**src/design/sitp_defs.svh**
```systemverilog
// Constants of the safe input test pulse unit: timing, register map, resets.
// Assumes a 250 MHz reference clock and a 32-bit classic Wishbone register bus.
`ifndef SITP_DEFS_SVH
`define SITP_DEFS_SVH

// Clock rate in MHz.
`define SITP_CLK_MHZ 250
// Low time of one test pulse in microseconds, and in clock cycles.
`define SITP_PULSE_US 350
`define SITP_PULSE_CYC (`SITP_PULSE_US * `SITP_CLK_MHZ)
// Test cycle covering all channels in microseconds, and in clock cycles.
`define SITP_CYCLE_US 4000
`define SITP_CYCLE_CYC (`SITP_CYCLE_US * `SITP_CLK_MHZ)
// Time allowed for the return input to rise again after a pulse.
`define SITP_WIN_US 10
`define SITP_WIN_CYC (`SITP_WIN_US * `SITP_CLK_MHZ)
// Width of the cycle counters.
`define SITP_CNT_W 20
// Jitter byte is shifted left by this many bits before use.
`define SITP_JIT_SHIFT 4

// Register byte addresses.
`define SITP_ADR_CTRL 8'h00
`define SITP_ADR_LEVEL 8'h04
`define SITP_ADR_STAT 8'h08
`define SITP_ADR_MASK 8'h0c

// Reset values.
`define SITP_CTRL_RST 4'h0
`define SITP_MASK_RST 8'h00
`define SITP_LFSR_SEED 32'h1d2c3b4a
// Feedback taps of the spacing generator.
`define SITP_LFSR_TAPS 32'h80200003

`endif

```
**src/design/sitp_pkg.sv**
```systemverilog
// Types shared by the test pulse unit and its channel module.
// Assumes sitp_defs.svh supplies all numeric constants.
package sitp_pkg;

    // Channel sequencer states, one-hot.
    typedef enum logic [2:0] {
        SITP_IDLE = 3'b001,
        SITP_LOW = 3'b010,
        SITP_RECOV = 3'b100
    } sitp_state_t;

    // Per-channel result: held level and one-cycle error events.
    typedef struct packed {
        logic level;
        logic sens_ev;
        logic open_ev;
    } sitp_chan_stat_t;

    // One Wishbone request as seen by the slave.
    typedef struct packed {
        logic [7:0] adr;
        logic we;
        logic [3:0] sel;
        logic [31:0] dat;
    } sitp_wb_req_t;

endpackage : sitp_pkg

```
**src/design/sitp_unit.sv**
```systemverilog
// Test pulse unit for four safe inputs with a Wishbone register slave.
// Assumes a 250 MHz REF_CLK, return inputs synchronous to it,
// and a classic single-cycle Wishbone master.
//
// Implementation choices: the Wishbone interface to the registers and the register offsets.
`timescale 1ns/1ps
`default_nettype none
`include "sitp_defs.svh"

module sitp_unit #(
    parameter int unsigned PULSE_CYC = `SITP_PULSE_CYC,
    parameter int unsigned CYCLE_CYC = `SITP_CYCLE_CYC
) (
    input wire logic REF_CLK,
    input wire logic NRST,
    input wire logic WB_CYC_I,
    input wire logic WB_STB_I,
    input wire logic WB_WE_I,
    input wire logic [7:0] WB_ADR_I,
    input wire logic [3:0] WB_SEL_I,
    input wire logic [31:0] WB_DAT_I,
    output var logic [31:0] WB_DAT_O,
    output var logic WB_ACK_O,
    input wire logic [3:0] RET_IN,
    output var logic [3:0] TEST_OUT,
    output var logic IRQ
);

    // Number of channels served by the unit.
    localparam int NCH = 4;
    // Length of one channel slot within the test cycle.
    localparam int unsigned SLOT_CYC = CYCLE_CYC / NCH;
    // Last value of the cycle counter.
    localparam logic [`SITP_CNT_W-1:0] CYC_LAST = `SITP_CNT_W'(CYCLE_CYC - 1);

    // Bus request gathered into one carrier.
    sitp_pkg::sitp_wb_req_t req;
    // A new bus access, seen once per request.
    logic access;
    // Write and read strobes for the register file.
    logic wr_en;
    logic rd_en;

    // Sensor test enables, one per channel.
    logic [3:0] en_q;
    // Sticky status: sensor errors low nibble, open circuit high nibble.
    logic [7:0] stat_q;
    logic [7:0] stat_d;
    // Interrupt mask of the same layout as the status.
    logic [7:0] mask_q;
    // Bits cleared by the current write.
    logic [7:0] w1c;
    // Events raised by the channels this cycle.
    logic [7:0] ev;
    // Held input levels of the channels.
    logic [3:0] level;

    // Position in the test cycle.
    logic [`SITP_CNT_W-1:0] fcnt_q;
    // Spacing generator, advanced once per test cycle.
    logic [31:0] lfsr_q;
    // Jitter offsets of the current cycle, one byte per channel.
    logic [31:0] jit_q;
    // End of the test cycle.
    logic wrap;

    // Channel results.
    sitp_pkg::sitp_chan_stat_t chs [NCH];
    // Start strobes, one per channel.
    logic [3:0] start;

    // Collects the bus inputs.
    assign req.adr = WB_ADR_I;
    assign req.we = WB_WE_I;
    assign req.sel = WB_SEL_I;
    assign req.dat = WB_DAT_I;

    // One access per request: nothing is taken while ack is high.
    assign access = WB_CYC_I && WB_STB_I && !WB_ACK_O;
    assign wr_en = access && req.we;
    assign rd_en = access && !req.we;

    // Test cycle end.
    assign wrap = (fcnt_q == CYC_LAST);

    // Test cycle counter, free running from reset.
    always_ff @(posedge REF_CLK or negedge NRST) begin
        if (!NRST) begin
            fcnt_q <= '0;
        end else if (wrap) begin
            fcnt_q <= '0;
        end else begin
            fcnt_q <= fcnt_q + 1'b1;
        end
    end

    // Spacing generator steps once per test cycle.
    always_ff @(posedge REF_CLK or negedge NRST) begin
        if (!NRST) begin
            lfsr_q <= `SITP_LFSR_SEED;
        end else if (wrap) begin
            if (lfsr_q[0]) begin
                lfsr_q <= (lfsr_q >> 1) ^ `SITP_LFSR_TAPS;
            end else begin
                lfsr_q <= lfsr_q >> 1;
            end
        end
    end

    // Jitter offsets are frozen for a whole cycle so each slot fires once.
    always_ff @(posedge REF_CLK or negedge NRST) begin
        if (!NRST) begin
            jit_q <= '0;
        end else if (wrap) begin
            jit_q <= lfsr_q;
        end
    end

    // Per-channel scheduling and checking.
    for (genvar k = 0; k < NCH; k++) begin : g_ch
        // Slot start of this channel within the test cycle.
        localparam logic [`SITP_CNT_W-1:0] BASE = `SITP_CNT_W'(k * SLOT_CYC);
        // Jitter of this channel, in clock cycles.
        logic [`SITP_CNT_W-1:0] jit;

        assign jit = `SITP_CNT_W'({jit_q[8*k +: 8], {`SITP_JIT_SHIFT{1'b0}}});

        // One start per test cycle, at a varying point in its own slot.
        assign start[k] = (fcnt_q == BASE + jit);

        sitp_chan #(
            .PULSE_CYC(PULSE_CYC),
            .WIN_CYC(`SITP_WIN_CYC)
        ) u_chan (
            .clk(REF_CLK),
            .nrst(NRST),
            .enable(en_q[k]),
            .start(start[k]),
            .ret_in(RET_IN[k]),
            .test_out(TEST_OUT[k]),
            .stat(chs[k])
        );

        // Gathers the channel results into the status layout.
        assign ev[k] = chs[k].sens_ev;
        assign ev[k+4] = chs[k].open_ev;
        assign level[k] = chs[k].level;
    end

    // Sensor test enable register.
    always_ff @(posedge REF_CLK or negedge NRST) begin
        if (!NRST) begin
            en_q <= `SITP_CTRL_RST;
        end else if (wr_en && req.sel[0] && req.adr == `SITP_ADR_CTRL) begin
            en_q <= req.dat[3:0];
        end
    end

    // Interrupt mask register.
    always_ff @(posedge REF_CLK or negedge NRST) begin
        if (!NRST) begin
            mask_q <= `SITP_MASK_RST;
        end else if (wr_en && req.sel[0] && req.adr == `SITP_ADR_MASK) begin
            mask_q <= req.dat[7:0];
        end
    end

    // Writing a one clears a status bit; a new event wins over the clear.
    always_comb begin
        w1c = 8'h00;
        if (wr_en && req.sel[0] && req.adr == `SITP_ADR_STAT) begin
            w1c = req.dat[7:0];
        end
        stat_d = (stat_q & ~w1c) | ev;
    end

    // Sticky status register.
    always_ff @(posedge REF_CLK or negedge NRST) begin
        if (!NRST) begin
            stat_q <= 8'h00;
        end else begin
            stat_q <= stat_d;
        end
    end

    // Interrupt is high while an unmasked status bit is set.
    always_ff @(posedge REF_CLK or negedge NRST) begin
        if (!NRST) begin
            IRQ <= 1'b0;
        end else begin
            IRQ <= |(stat_d & mask_q);
        end
    end

    // Acknowledge one cycle after the request, for one cycle.
    always_ff @(posedge REF_CLK or negedge NRST) begin
        if (!NRST) begin
            WB_ACK_O <= 1'b0;
        end else begin
            WB_ACK_O <= access;
        end
    end

    // Read data, registered with the acknowledge.
    always_ff @(posedge REF_CLK or negedge NRST) begin
        if (!NRST) begin
            WB_DAT_O <= 32'h0000_0000;
        end else if (rd_en) begin
            case (req.adr)
                // Enables as written.
                `SITP_ADR_CTRL: begin
                    WB_DAT_O <= {28'h0000000, en_q};
                end
                // Held input levels, contact polarity left to the controller.
                `SITP_ADR_LEVEL: begin
                    WB_DAT_O <= {28'h0000000, level};
                end
                // Sticky diagnostics.
                `SITP_ADR_STAT: begin
                    WB_DAT_O <= {24'h000000, stat_q};
                end
                // Interrupt mask.
                `SITP_ADR_MASK: begin
                    WB_DAT_O <= {24'h000000, mask_q};
                end
                // Unmapped addresses read as zero.
                default: begin
                    WB_DAT_O <= 32'h0000_0000;
                end
            endcase
        end else begin
            WB_DAT_O <= 32'h0000_0000;
        end
    end

endmodule : sitp_unit
`default_nettype wire

```
**src/design/sitp_chan.sv**
```systemverilog
// One test channel: drives the plus terminal, checks the return input.
// Assumes start is a one-cycle pulse and ret_in is synchronous to clk.
`timescale 1ns/1ps
`default_nettype none
`include "sitp_defs.svh"

module sitp_chan #(
    parameter int unsigned PULSE_CYC = `SITP_PULSE_CYC,
    parameter int unsigned WIN_CYC = `SITP_WIN_CYC
) (
    input wire logic clk,
    input wire logic nrst,
    input wire logic enable,
    input wire logic start,
    input wire logic ret_in,
    output var logic test_out,
    output var sitp_pkg::sitp_chan_stat_t stat
);

    localparam logic [`SITP_CNT_W-1:0] LOW_LAST = `SITP_CNT_W'(PULSE_CYC - 1);
    localparam logic [`SITP_CNT_W-1:0] WIN_LAST = `SITP_CNT_W'(WIN_CYC - 1);

    sitp_pkg::sitp_state_t state_q; // Sequencer state.
    logic [`SITP_CNT_W-1:0] cnt_q; // Cycles spent in the current phase.
    logic was_high_q; // Return level seen just before the pulse.
    logic low_end; // Last cycle of the low phase.
    logic rec_to; // Return failed to rise in time.
    logic level_q; // Reported input level.
    logic sens_q; // Sensor error event, one cycle.
    logic open_q; // Open circuit error event, one cycle.

    // The result carrier is driven from one place only.
    assign stat = '{level: level_q, sens_ev: sens_q, open_ev: open_q};

    // Phase end conditions.
    assign low_end = (state_q == sitp_pkg::SITP_LOW) && (cnt_q == LOW_LAST);
    assign rec_to = (state_q == sitp_pkg::SITP_RECOV) && (cnt_q == WIN_LAST) && !ret_in;

    // Sequencer: idle, low phase, recovery window.
    always_ff @(posedge clk or negedge nrst) begin
        if (!nrst) begin
            state_q <= sitp_pkg::SITP_IDLE;
            cnt_q <= '0;
        end else if (!enable) begin
            // Disabling aborts any pulse at once.
            state_q <= sitp_pkg::SITP_IDLE;
            cnt_q <= '0;
        end else begin
            case (state_q)
                sitp_pkg::SITP_IDLE: begin
                    if (start) begin
                        state_q <= sitp_pkg::SITP_LOW;
                        cnt_q <= '0;
                    end
                end
                sitp_pkg::SITP_LOW: begin
                    if (low_end) begin
                        state_q <= sitp_pkg::SITP_RECOV;
                        cnt_q <= '0;
                    end else begin
                        cnt_q <= cnt_q + 1'b1;
                    end
                end
                sitp_pkg::SITP_RECOV: begin
                    // Leave as soon as the return is high again.
                    if (ret_in || rec_to) begin
                        state_q <= sitp_pkg::SITP_IDLE;
                        cnt_q <= '0;
                    end else begin
                        cnt_q <= cnt_q + 1'b1;
                    end
                end
                default: begin
                    state_q <= sitp_pkg::SITP_IDLE;
                    cnt_q <= '0;
                end
            endcase
        end
    end

    // Test output is low only in the low phase of an enabled channel.
    always_ff @(posedge clk or negedge nrst) begin
        if (!nrst) begin
            test_out <= 1'b1;
        end else if (!enable) begin
            test_out <= 1'b1;
        end else if (state_q == sitp_pkg::SITP_IDLE) begin
            test_out <= !start;
        end else begin
            test_out <= !(state_q == sitp_pkg::SITP_LOW) || low_end;
        end
    end

    // Remembers whether the contact was closed when the pulse began.
    always_ff @(posedge clk or negedge nrst) begin
        if (!nrst) begin
            was_high_q <= 1'b0;
        end else if (state_q == sitp_pkg::SITP_IDLE && start) begin
            was_high_q <= ret_in;
        end
    end

    // Reported level follows the return outside pulses and holds during them.
    always_ff @(posedge clk or negedge nrst) begin
        if (!nrst) begin
            level_q <= 1'b0;
        end else if (!enable || state_q == sitp_pkg::SITP_IDLE) begin
            level_q <= ret_in;
        end
    end

    // Diagnostic events, one cycle each.
    always_ff @(posedge clk or negedge nrst) begin
        if (!nrst) begin
            sens_q <= 1'b0;
            open_q <= 1'b0;
        end else begin
            // A closed contact must carry the low phase back.
            sens_q <= enable && low_end && ret_in && was_high_q;
            // Return that stays low after the pulse is a lost circuit.
            open_q <= enable && rec_to && was_high_q;
        end
    end

endmodule : sitp_chan
`default_nettype wire

```
**config.mk**
```make
export PLATFORM = sky130hd
export DESIGN_NAME = sitp_unit
export DESIGN_NICKNAME = d
export VERILOG_FILES = /design/src/design/sitp_pkg.sv /design/src/design/sitp_unit.sv /design/src/design/sitp_chan.sv
export VERILOG_INCLUDE_DIRS = /design/src /design/src/design
export SDC_FILE = /design/constraint.sdc
export NUM_CORES = 1
export LEC_CHECK = 0
export BUFFER_PORTS_ARGS = -buffer_cell sky130_fd_sc_hd__buf_2
export CAP_MARGIN = 10
export CORE_ASPECT_RATIO = 1.75
export CORE_MARGIN = 8
export CORE_UTILIZATION = 50
export DETAILED_ROUTE_END_ITERATION = 7
export PLACE_DENSITY = 0.78
export SETUP_SLACK_MARGIN = 0.02
export SLEW_MARGIN = 20
export SYNTH_ARGS = -nofsm -noshare
export SYNTH_HDL_FRONTEND = slang
export SYNTH_HIERARCHICAL = 1
export SYNTH_SLANG_ARGS = --single-unit
```
**constraint.sdc**
```tcl
create_clock -name REF_CLK -period 2.7 [get_ports REF_CLK]
set_input_delay 0.405 -clock REF_CLK [delete_from_list [all_inputs] [get_ports REF_CLK]]
set_output_delay 0.405 -clock REF_CLK [all_outputs]
set_load 0.1 [all_outputs]
```
==> results by group, run 1 <==
Status
  • Status: complete, but fails checks
  • Violations in the final reports: negative setup slack

Drt
  • Antenna Nets Post-Route: 0
  • Via density per instance: 5.77
  • Drt pass-1 iters: 6
  • Iter 0 DRT Violations: 570
  • DR vias: 8,771
  • # DRC: 0
  • Routed WL: 25,200 um
  • Routed wire per std cell: 16.6 um

Worst setup path
  • WP data required: roughly 3.1 ns
  • Critical path's top delay family: simple AND/OR/NAND/NOR gates
  • R2R Path Start: fcnt_q[1]$_DFF_PN0_
  • CP startpoint kind: flop
  • CP Max Fanout: 7
  • Critical R2R Capture: g_ch[1].u_chan/cnt_q[15]$_DFFE_PN0P_
  • Register-to-register setup slack: -0.04 ns
  • CP arrival: 3.18 ns
  • Crit path cell chain: inv_1 > ha_1 > or3b_4 > nor3_2 > buf_4 > nand4_1 > a21oi_1 > nand3_1 > a221oi_2 > buf_4 > or3_4 > buf_6 > nand4b_1 > xor2_1 > a21oi_1
  • Worst Path Buf+Inv: 4
  • Worst setup EP type: flop
  • Critical path class: reg -> reg
  • Slowest CP cell: dfrtp_1
  • Worst path max stage delay: 0.38 ns
  • Worst r2r path cells: 15

Power and ir drop
  • Part of the power in combinational logic: 4.1%
  • P_sw: 1.53 mW
  • Power per standard cell area: 515 nW/um^2
  • Seq pwr share: 46.1%
  • Pint: around 5.3 mW
  • Leakage power: 5.64 nW
  • Total Power: 6.86 mW
  • Switching power share of the total: 22.3%
  • Clk pwr share: 49.8%
  • Maximum vdd ir drop: ~0.48 mV

Die
  • Initial Utilization: 50.6%
  • # IOs: about 90
  • Core area: 22,600 um^2
  • Die width: 130 um
  • Die Y: 216 um
  • Rows: 73
  • Die area: approximately 28,000 um^2

GRT
  • Overall Global Routing Usage: 18.1%
  • Largest net degree at the start of global routing: 80
  • Vias in the first global route: 8,818
  • Gr ovfl total: 0
  • Global-route wire length before repair: between 40,000 and 50,000 um
  • Antenna violations before repair: 1

Yosys
  • Ys Warns: 6
  • Sequential fraction of the synthesis area: 46.3%
  • Post-synth cell types: 65
  • Cells after Synth: around 1,100
  • Post-synth top flop: dfrtp_1
  • Adder-cell share of the synthesized area: less than 1%
  • Area share of and/or/nand/nor cells after synthesis: 20.9%
  • Post-synthesis compound-gate area fraction: 12.3%
  • Post-Synth XOR/XNOR Area: 7.37%
  • Mux contribution to synthesized area: 7.23%
  • Syn avg cell area: approximately 10 um^2
  • Post-synth EDFFs: 0
  • Post-synth ARST share: 100%
  • Largest family of logic cells by synthesized area: simple AND/OR/NAND/NOR gates
  • Post-Syn Area: around 11,000 um^2
  • Yosys reg bits: 210

Timing
  • Total Neg Setup Slack: -0.116 ns
  • Final setup viols: 5
  • Tmin final: 2.74 ns
  • Fin. Hold Viols: 0
  • Period utilization: 102%
  • Clock Skew: 0.0143 ns
  • WHS: 0.135 ns
  • Fin worst setup slack: -0.0419 ns
  • Worst Tran Pin Value: 0.744 ns
  • Rel. slew slack: between 40% and 50%
  • Slew Viols, Final: 0
  • RSZ-0062 raised after global routing: true
  • Fmax: roughly 360 MHz

Place
  • Gpl congestion: 0.886
  • DP HPWL: 18,100 um
  • I/O Buffers: 39
  • DP Cell Count: 1,469
  • Setup slack at placement: -0.307 ns
  • Placed cell area: between 10,000 and 15,000 um^2

Worst hold path
  • Hold Path Sink: mask_q[6]$_DFFE_PN0P_
  • Hold_sp: WB_DAT_I[6]
  • WHS Path Cells: 2
  • Hold Crit Class: in -> reg

CTS
  • H-tree depth: 1
  • Clock Pin Slew Worst Setup and Hold Paths: 0.06 ns
  • CTS Root Cell: clkbuf_16
  • Worst skew pair latency: between 0.5 and 0.6 ns
  • CTS buffer count: 22
  • CTS tree: done
  • Total clock sinks: 210
  • Maximum number of buffers from clock root to sink: 3

Finish
  • Share of cells above drive strength 1: around a quarter
  • Final core occ: 59.0%
  • NumNets Final: 1,266
  • Fin area: 13,300 um^2
  • Layout area overhead: 16.6%
  • Fin cells: 1,521

Job
  • # Max-Cap Violations: 0
==> power by group through the flow <==
stage          sequential, mW  combinational [mW]  clock [mW]
5_1_grt                  3.16               0.302        3.63
3_3_place_gp             3.22               0.279           0
6_report                 3.16               0.282        3.42
4_1_cts                  3.16               0.285        3.51
2_1_floorplan            3.22               0.202           0
3_5_place_dp             3.22               0.282           0
==> final cells by class <==
type / count / area, um^2
flip-flops and latches: 210 / 5290
fillers: 1842 / 9240
clock buffers: 26 / 586
multi-input cells: 834 / 5900
well taps: 300 / 375
repair buffers: 121 / 878
inverters: 15 / 56.3
diodes: 1 / 2.50
clock inverters: 14 / 238
==> worst max path at each step <==
stage	from	endpoint	slack, ns	depth (start not counted)
2_1_floorplan	fcnt_q[0]$_DFF_PN0_	g_ch[2].u_chan/cnt_q[17]$_DFFE_PN0P_	0.05	11
3_3_place_gp	fcnt_q[0]$_DFF_PN0_	g_ch[1].u_chan/cnt_q[15]$_DFFE_PN0P_	-0.26	15
3_5_place_dp	fcnt_q[1]$_DFF_PN0_	g_ch[1].u_chan/cnt_q[15]$_DFFE_PN0P_	-0.31	15
4_1_cts	fcnt_q[0]$_DFF_PN0_	g_ch[1].u_chan/cnt_q[15]$_DFFE_PN0P_	-0.02	15
5_1_grt	fcnt_q[1]$_DFF_PN0_	g_ch[1].u_chan/cnt_q[7]$_DFFE_PN0P_	-0.21	15
6_report	fcnt_q[1]$_DFF_PN0_	g_ch[1].u_chan/cnt_q[15]$_DFFE_PN0P_	-0.04	15
==> state kept, by name (all words and copies together) (netlist names), 8 cells and up <==
register and flops:
mask_q 8, WB_DAT_O 8, g_ch.u_chan/cnt_q 80, jit_q 17, stat_q 8, fcnt_q 20
lfsr_q 31, g_ch.u_chan/state_q 12
==> synthesized netlist by cell type (27+ instances only) <==
| master | n | area (um^2) |
|---|---|---|
| dfrtp_1 | 187 | 4680 |
| nand3_1 | 61 | 305 |
| nor2_1 | 60 | 225 |
| nor3_1 | 37 | 185 |
| o21ai_0 | 36 | 180 |
| nand4_1 | 33 | 206 |
| mux2_2 | 50 | 563 |
| buf_4 | 44 | 330 |
| xnor2_1 | 51 | 447 |
| a21oi_1 | 74 | 370 |
| xor2_1 | 45 | 394 |
| nand2b_1 | 27 | 169 |
| nand2_1 | 85 | 319 |
==> worst reg2reg max path, delay by kind of cell (launching register included) <==
| kind | cells | cell delay [ns] |
|---|---|---|
| buf+inv | 4 | 0.53 |
| flops | 1 | 0.38 |
| xor+xnor | 1 | 0.16 |
| simple gates | 6 | 0.98 |
| fa+ha+maj | 1 | 0.12 |
| compound gates | 3 | 0.48 |
==> layer usage <==
layer	global-route usage, %	part of all wire (%)
met1	20.4	39
met3	2.89	5.0
met5	0	0
met2	32.8	53
met4	7.36	3.0
==> layout by cell type (no fill, tap or decap), drive strengths merged, types with 23 or more instances in the layout <==
cell type / instances
nor2: 62
dfstp: 23
nand2: 89
nand4: 33
conb: 24
nor3: 37
nand3: 61
xor2: 45
mux2: 60
a21oi: 74
buf: 119
clkbuf: 27
o21ai: 37
xnor2: 51
dfrtp: 187
nand2b: 27
==> logic make-up (layout without fill, tap and decap cells) <==
group,after synthesis,after routing
compound gates,209,209
xor+xnor,96,96
fa+ha+maj,9,9
buf+inv,99,176
flops,210,210
mux,70,70
other cells,1,25
simple gates,426,426
==> timing repair <==
| item | 4_1_cts | 5_1_grt |
|---|---|---|
| buffers inserted | 5 | 5 |
| endpoints found under the hold margin | 49 | 0 |
| endpoints found under the setup margin | 63 | 64 |
| pin swaps | 8 | 15 |
| gates resized for setup | 19 | 33 |
| hold buffers | 1 | 0 |
Note: power is estimated with default switching activity, not from simulation.
==> inputs of run 2 (changes only) <==
--- a/config.mk
+++ b/config.mk
@@ -7,12 +7,11 @@
 export NUM_CORES = 1
 export LEC_CHECK = 0
 export BUFFER_PORTS_ARGS = -buffer_cell sky130_fd_sc_hd__buf_2
-export CAP_MARGIN = 10
 export CORE_ASPECT_RATIO = 1.75
 export CORE_MARGIN = 8
-export CORE_UTILIZATION = 50
+export CORE_UTILIZATION = 55
 export DETAILED_ROUTE_END_ITERATION = 7
-export PLACE_DENSITY = 0.78
+export PLACE_DENSITY = 0.84
 export SETUP_SLACK_MARGIN = 0.02
 export SLEW_MARGIN = 20
 export SYNTH_ARGS = -nofsm -noshare
==> run 2 against run 1 <==
Largest power group unchanged. Highest routed layer unchanged. Power is 1.0% lower. The run still ends with negative setup slack left. First-iteration DRC count is 3.7% higher. Clock skew hardly changed. Final cell count is 3.2% lower. Clock power is 3% lower. Maximum frequency is 0.39% lower.
==> results by group, run 2 (synthesis gave the netlist of run 1 again) <==
Status
  • Status: complete, but fails checks (unchanged)
  • Violations in the final reports: negative setup slack (unchanged)

Place
  • Gpl congestion: 0.904 (was 0.886)
  • DP Cell Count: 1,422 (was 1,469)
  • DP HPWL: 18,000 um (was 18,100 um)
  • I/O Buffers: 39 (unchanged)

Power and ir drop
  • Leakage power: 5.65 nW (was 5.64 nW)
  • Total Power: 6.79 mW (was 6.86 mW)
  • Power per standard cell area: 509 nW/um^2 (was 515 nW/um^2)
  • Maximum vdd ir drop: 0.536 mV (was 0.475 mV)

Job
  • # Max-Cap Violations: 0 (unchanged)

Timing
  • WHS: 0.161 ns (was 0.135 ns)
  • Rel. slew slack: 56.3% (was 49.6%)
  • Period utilization: 102% (about the same)
  • Slew Viols, Final: 0 (unchanged)
  • Worst Tran Pin Value: 0.651 ns (was 0.744 ns)
  • Clock Skew: 0.0142 ns (was 0.0143 ns)
  • RSZ-0062 raised after global routing: true (unchanged)
  • Fmax: 363 MHz (was 365 MHz)
  • Final setup viols: 5 (unchanged)
  • Fin worst setup slack: -0.0526 ns (was -0.0419 ns)
  • Total Neg Setup Slack: -0.156 ns (was -0.116 ns)
  • Fin. Hold Viols: 0 (unchanged)
  • Tmin final: 2.75 ns (was 2.74 ns)

Worst setup path
  • Worst Path Buf+Inv: 6 (was 4)
  • Most used cell, CP: buf_4
  • Worst path max stage delay: 0.39 ns (was 0.38 ns)
  • CP arrival: 3.17 ns (was 3.18 ns)
  • Critical path class: reg -> reg (unchanged)
  • Worst setup EP type: flop (unchanged)
  • CP Max Fanout: 3 (was 7)
  • Crit path cell chain: inv_2 > ha_4 > or3b_4 > nor3_2 > buf_4 > nand4_1 > a21oi_1 > nand3_1 > a221oi_2 > buf_4 > buf_4 > nand3b_1 > buf_4 > buf_4 > a21o_1 (was inv_1 > ha_1 > or3b_4 > nor3_2 > buf_4 > nand4_1 > a21oi_1 > nand3_1 > a221oi_2 > buf_4 > or3_4 > buf_6 > nand4b_1 > xor2_1 > a21oi_1)
  • CP startpoint kind: flop (unchanged)
  • Slowest CP cell: dfrtp_1 (unchanged)
  • WP data required: 3.11 ns (was 3.13 ns)
  • Critical path's top delay family: simple AND/OR/NAND/NOR gates (unchanged)

Finish
  • Layout area overhead: 16.9% (was 16.6%)
  • Commonest cells after routing, fill and taps aside: dfrtp_1 (187), nand2_1 (82), buf_4 (73), a21oi_1 (71), nor2_1 (58) (was dfrtp_1 (186), nand2_1 (85), a21oi_1 (74), buf_4 (73))
  • NumNets Final: 1,267 (was 1,266)
  • Fin cells: 1,472 (was 1,521)
  • Number of flip-flops under the largest register name: 80 (unchanged)
  • Largest Register: g_ch.u_chan/cnt_q (unchanged)
  • Regs by FF count: g_ch.u_chan/cnt_q (80), lfsr_q (31), fcnt_q (20) (unchanged)
  • Commonest non-fill, non-tap cell in the layout: dfrtp_1 (unchanged)
  • Share of cells above drive strength 1: 25.5% (was 24.5%)

Drt
  • Routed WL: 26,400 um (was 25,200 um)
  • Antenna Nets Post-Route: 0 (unchanged)
  • # DRC: 0 (unchanged)
  • Via density per instance: 6.14 (was 5.77)
  • DR vias: 9,042 (was 8,771)
  • Routed wire per std cell: 17.9 um (was 16.6 um)
  • Drt pass-1 iters: 5 (was 6)
  • Iter 0 DRT Violations: 591 (was 570)

CTS
  • Clock Pin Slew Worst Setup and Hold Paths: 0.07 ns (was 0.06 ns)
  • CTS tree: done (unchanged)
  • Worst skew pair latency: 0.49 ns (was 0.52 ns)
  • H-tree depth: 1 (unchanged)
  • Maximum number of buffers from clock root to sink: 3 (unchanged)
  • CTS buffer count: 21 (was 22)
  • CTS Root Cell: clkbuf_16 (unchanged)
  • Total clock sinks: 210 (unchanged)

Die
  • Die area: 25,800 um^2 (was 28,100 um^2)
  • Rows: 70 (was 73)
  • # IOs: 91 (unchanged)
  • Initial Utilization: 55.2% (was 50.6%)
  • Die width: 125 um (was 130 um)
  • Core area: 20,700 um^2 (was 22,600 um^2)
  • Die Y: 207 um (was 216 um)

GRT
  • Largest net degree at the start of global routing: 74 (was 80)
  • Overall Global Routing Usage: 20.2% (was 18.1%)
  • Vias in the first global route: 9,255 (was 8,818)
  • Antenna violations before repair: 1 (unchanged)
  • Gr ovfl total: 0 (unchanged)
  • Global-route wire length before repair: 44,200 um (was 42,200 um)

Worst hold path
  • Hold Crit Class: in -> reg (unchanged)
==> run 2: worst paths after layout <==
path / start / end / slack, ns / cells after the start
max: fcnt_q[1]$_DFF_PN0_ / g_ch[1].u_chan/test_out$_DFF_PN1_ / -0.05 / 15
min: WB_DAT_I[5] / mask_q[5]$_DFFE_PN0P_ / 0.16 / 2
max reg2reg: fcnt_q[1]$_DFF_PN0_ / g_ch[1].u_chan/test_out$_DFF_PN1_ / -0.05 / 15
min reg2reg: g_ch[1].u_chan/sens_q$_DFF_PN0_ / stat_q[1]$_DFF_PN0_ / 0.46 / 1
max in group asynchronous: NRST / g_ch[3].u_chan/cnt_q[3]$_DFFE_PN0P_ / 1.48 / 3
min in group asynchronous: NRST / jit_q[19]$_DFFE_PN0N_ / 0.51 / 2
==> run 2: report_power, final <==
part / leakage [nW] / internal (mW) / switching, mW / total (mW)
Clock: 0.389 / 2.14 / 1.20 / 3.33
Combinational: 2.43 / 0.0455 / 0.247 / 0.292
Sequential: 2.83 / 3.15 / 0.00487 / 3.16
Total: 5.65 / 5.34 / 1.45 / 6.79
==> run 2: area by class of cell <==
class,instances,area [um^2]
Fill cell,1480,7330
Clock buffer,27,598
Tap cell,252,315
Antenna cell,1,2.50
Timing Repair Buffer,123,927
Multi-Input combinational cell,834,5950
Inverter,15,56.3
Sequential cell,210,5280
Clock inverter,10,205
==> run 2: worst reg2reg max path, cell delays in order, from the launching register on <==
cell      delay, ns
dfrtp_1        0.39
inv_2          0.08
ha_4           0.11
or3b_4         0.38
nor3_2         0.11
buf_4          0.14
nand4_1        0.09
a21oi_1        0.17
nand3_1        0.11
a221oi_2       0.19
buf_4          0.17
buf_4          0.11
nand3b_1       0.13
buf_4          0.17
buf_4          0.13
a21o_1         0.19
==> run 2: through the flow <==
step           util [%]  cell area, um^2  worst slack (ns)
3_3_place_gp       58.7            12100           -0.0885
2_1_floorplan         -            11500            0.0482
6_report           64.5            13300           -0.0526
5_1_grt            64.5            13300            -0.199
3_5_place_dp       58.7            12100            -0.207
4_1_cts            63.3            13100           -0.0398
==> run 2: metal layers <==
| layer | GRT usage, % | share of wire [%] | vias to the layer above | wire length, um |
|---|---|---|---|---|
| li1 | - | - | 4174 | - |
| met1 | 21.9 | 38 | 4497 | 10100 |
| met2 | 38.6 | 53 | 293 | 14000 |
| met3 | 3.50 | 5.5 | 78 | 1460 |
| met4 | 7.56 | 3.2 | 0 | 850 |
| met5 | 0 | 0 | - | 0 |
==> run 2: repair_timing <==
| action | in CTS | in global routing |
|---|---|---|
| hold buffers | 1 | 0 |
| endpoints found under the setup margin | 59 | 68 |
| endpoints found under the hold margin | 58 | 0 |
| gates resized for setup | 25 | 43 |
| pin swaps | 10 | 22 |
| buffers inserted | 4 | 8 |
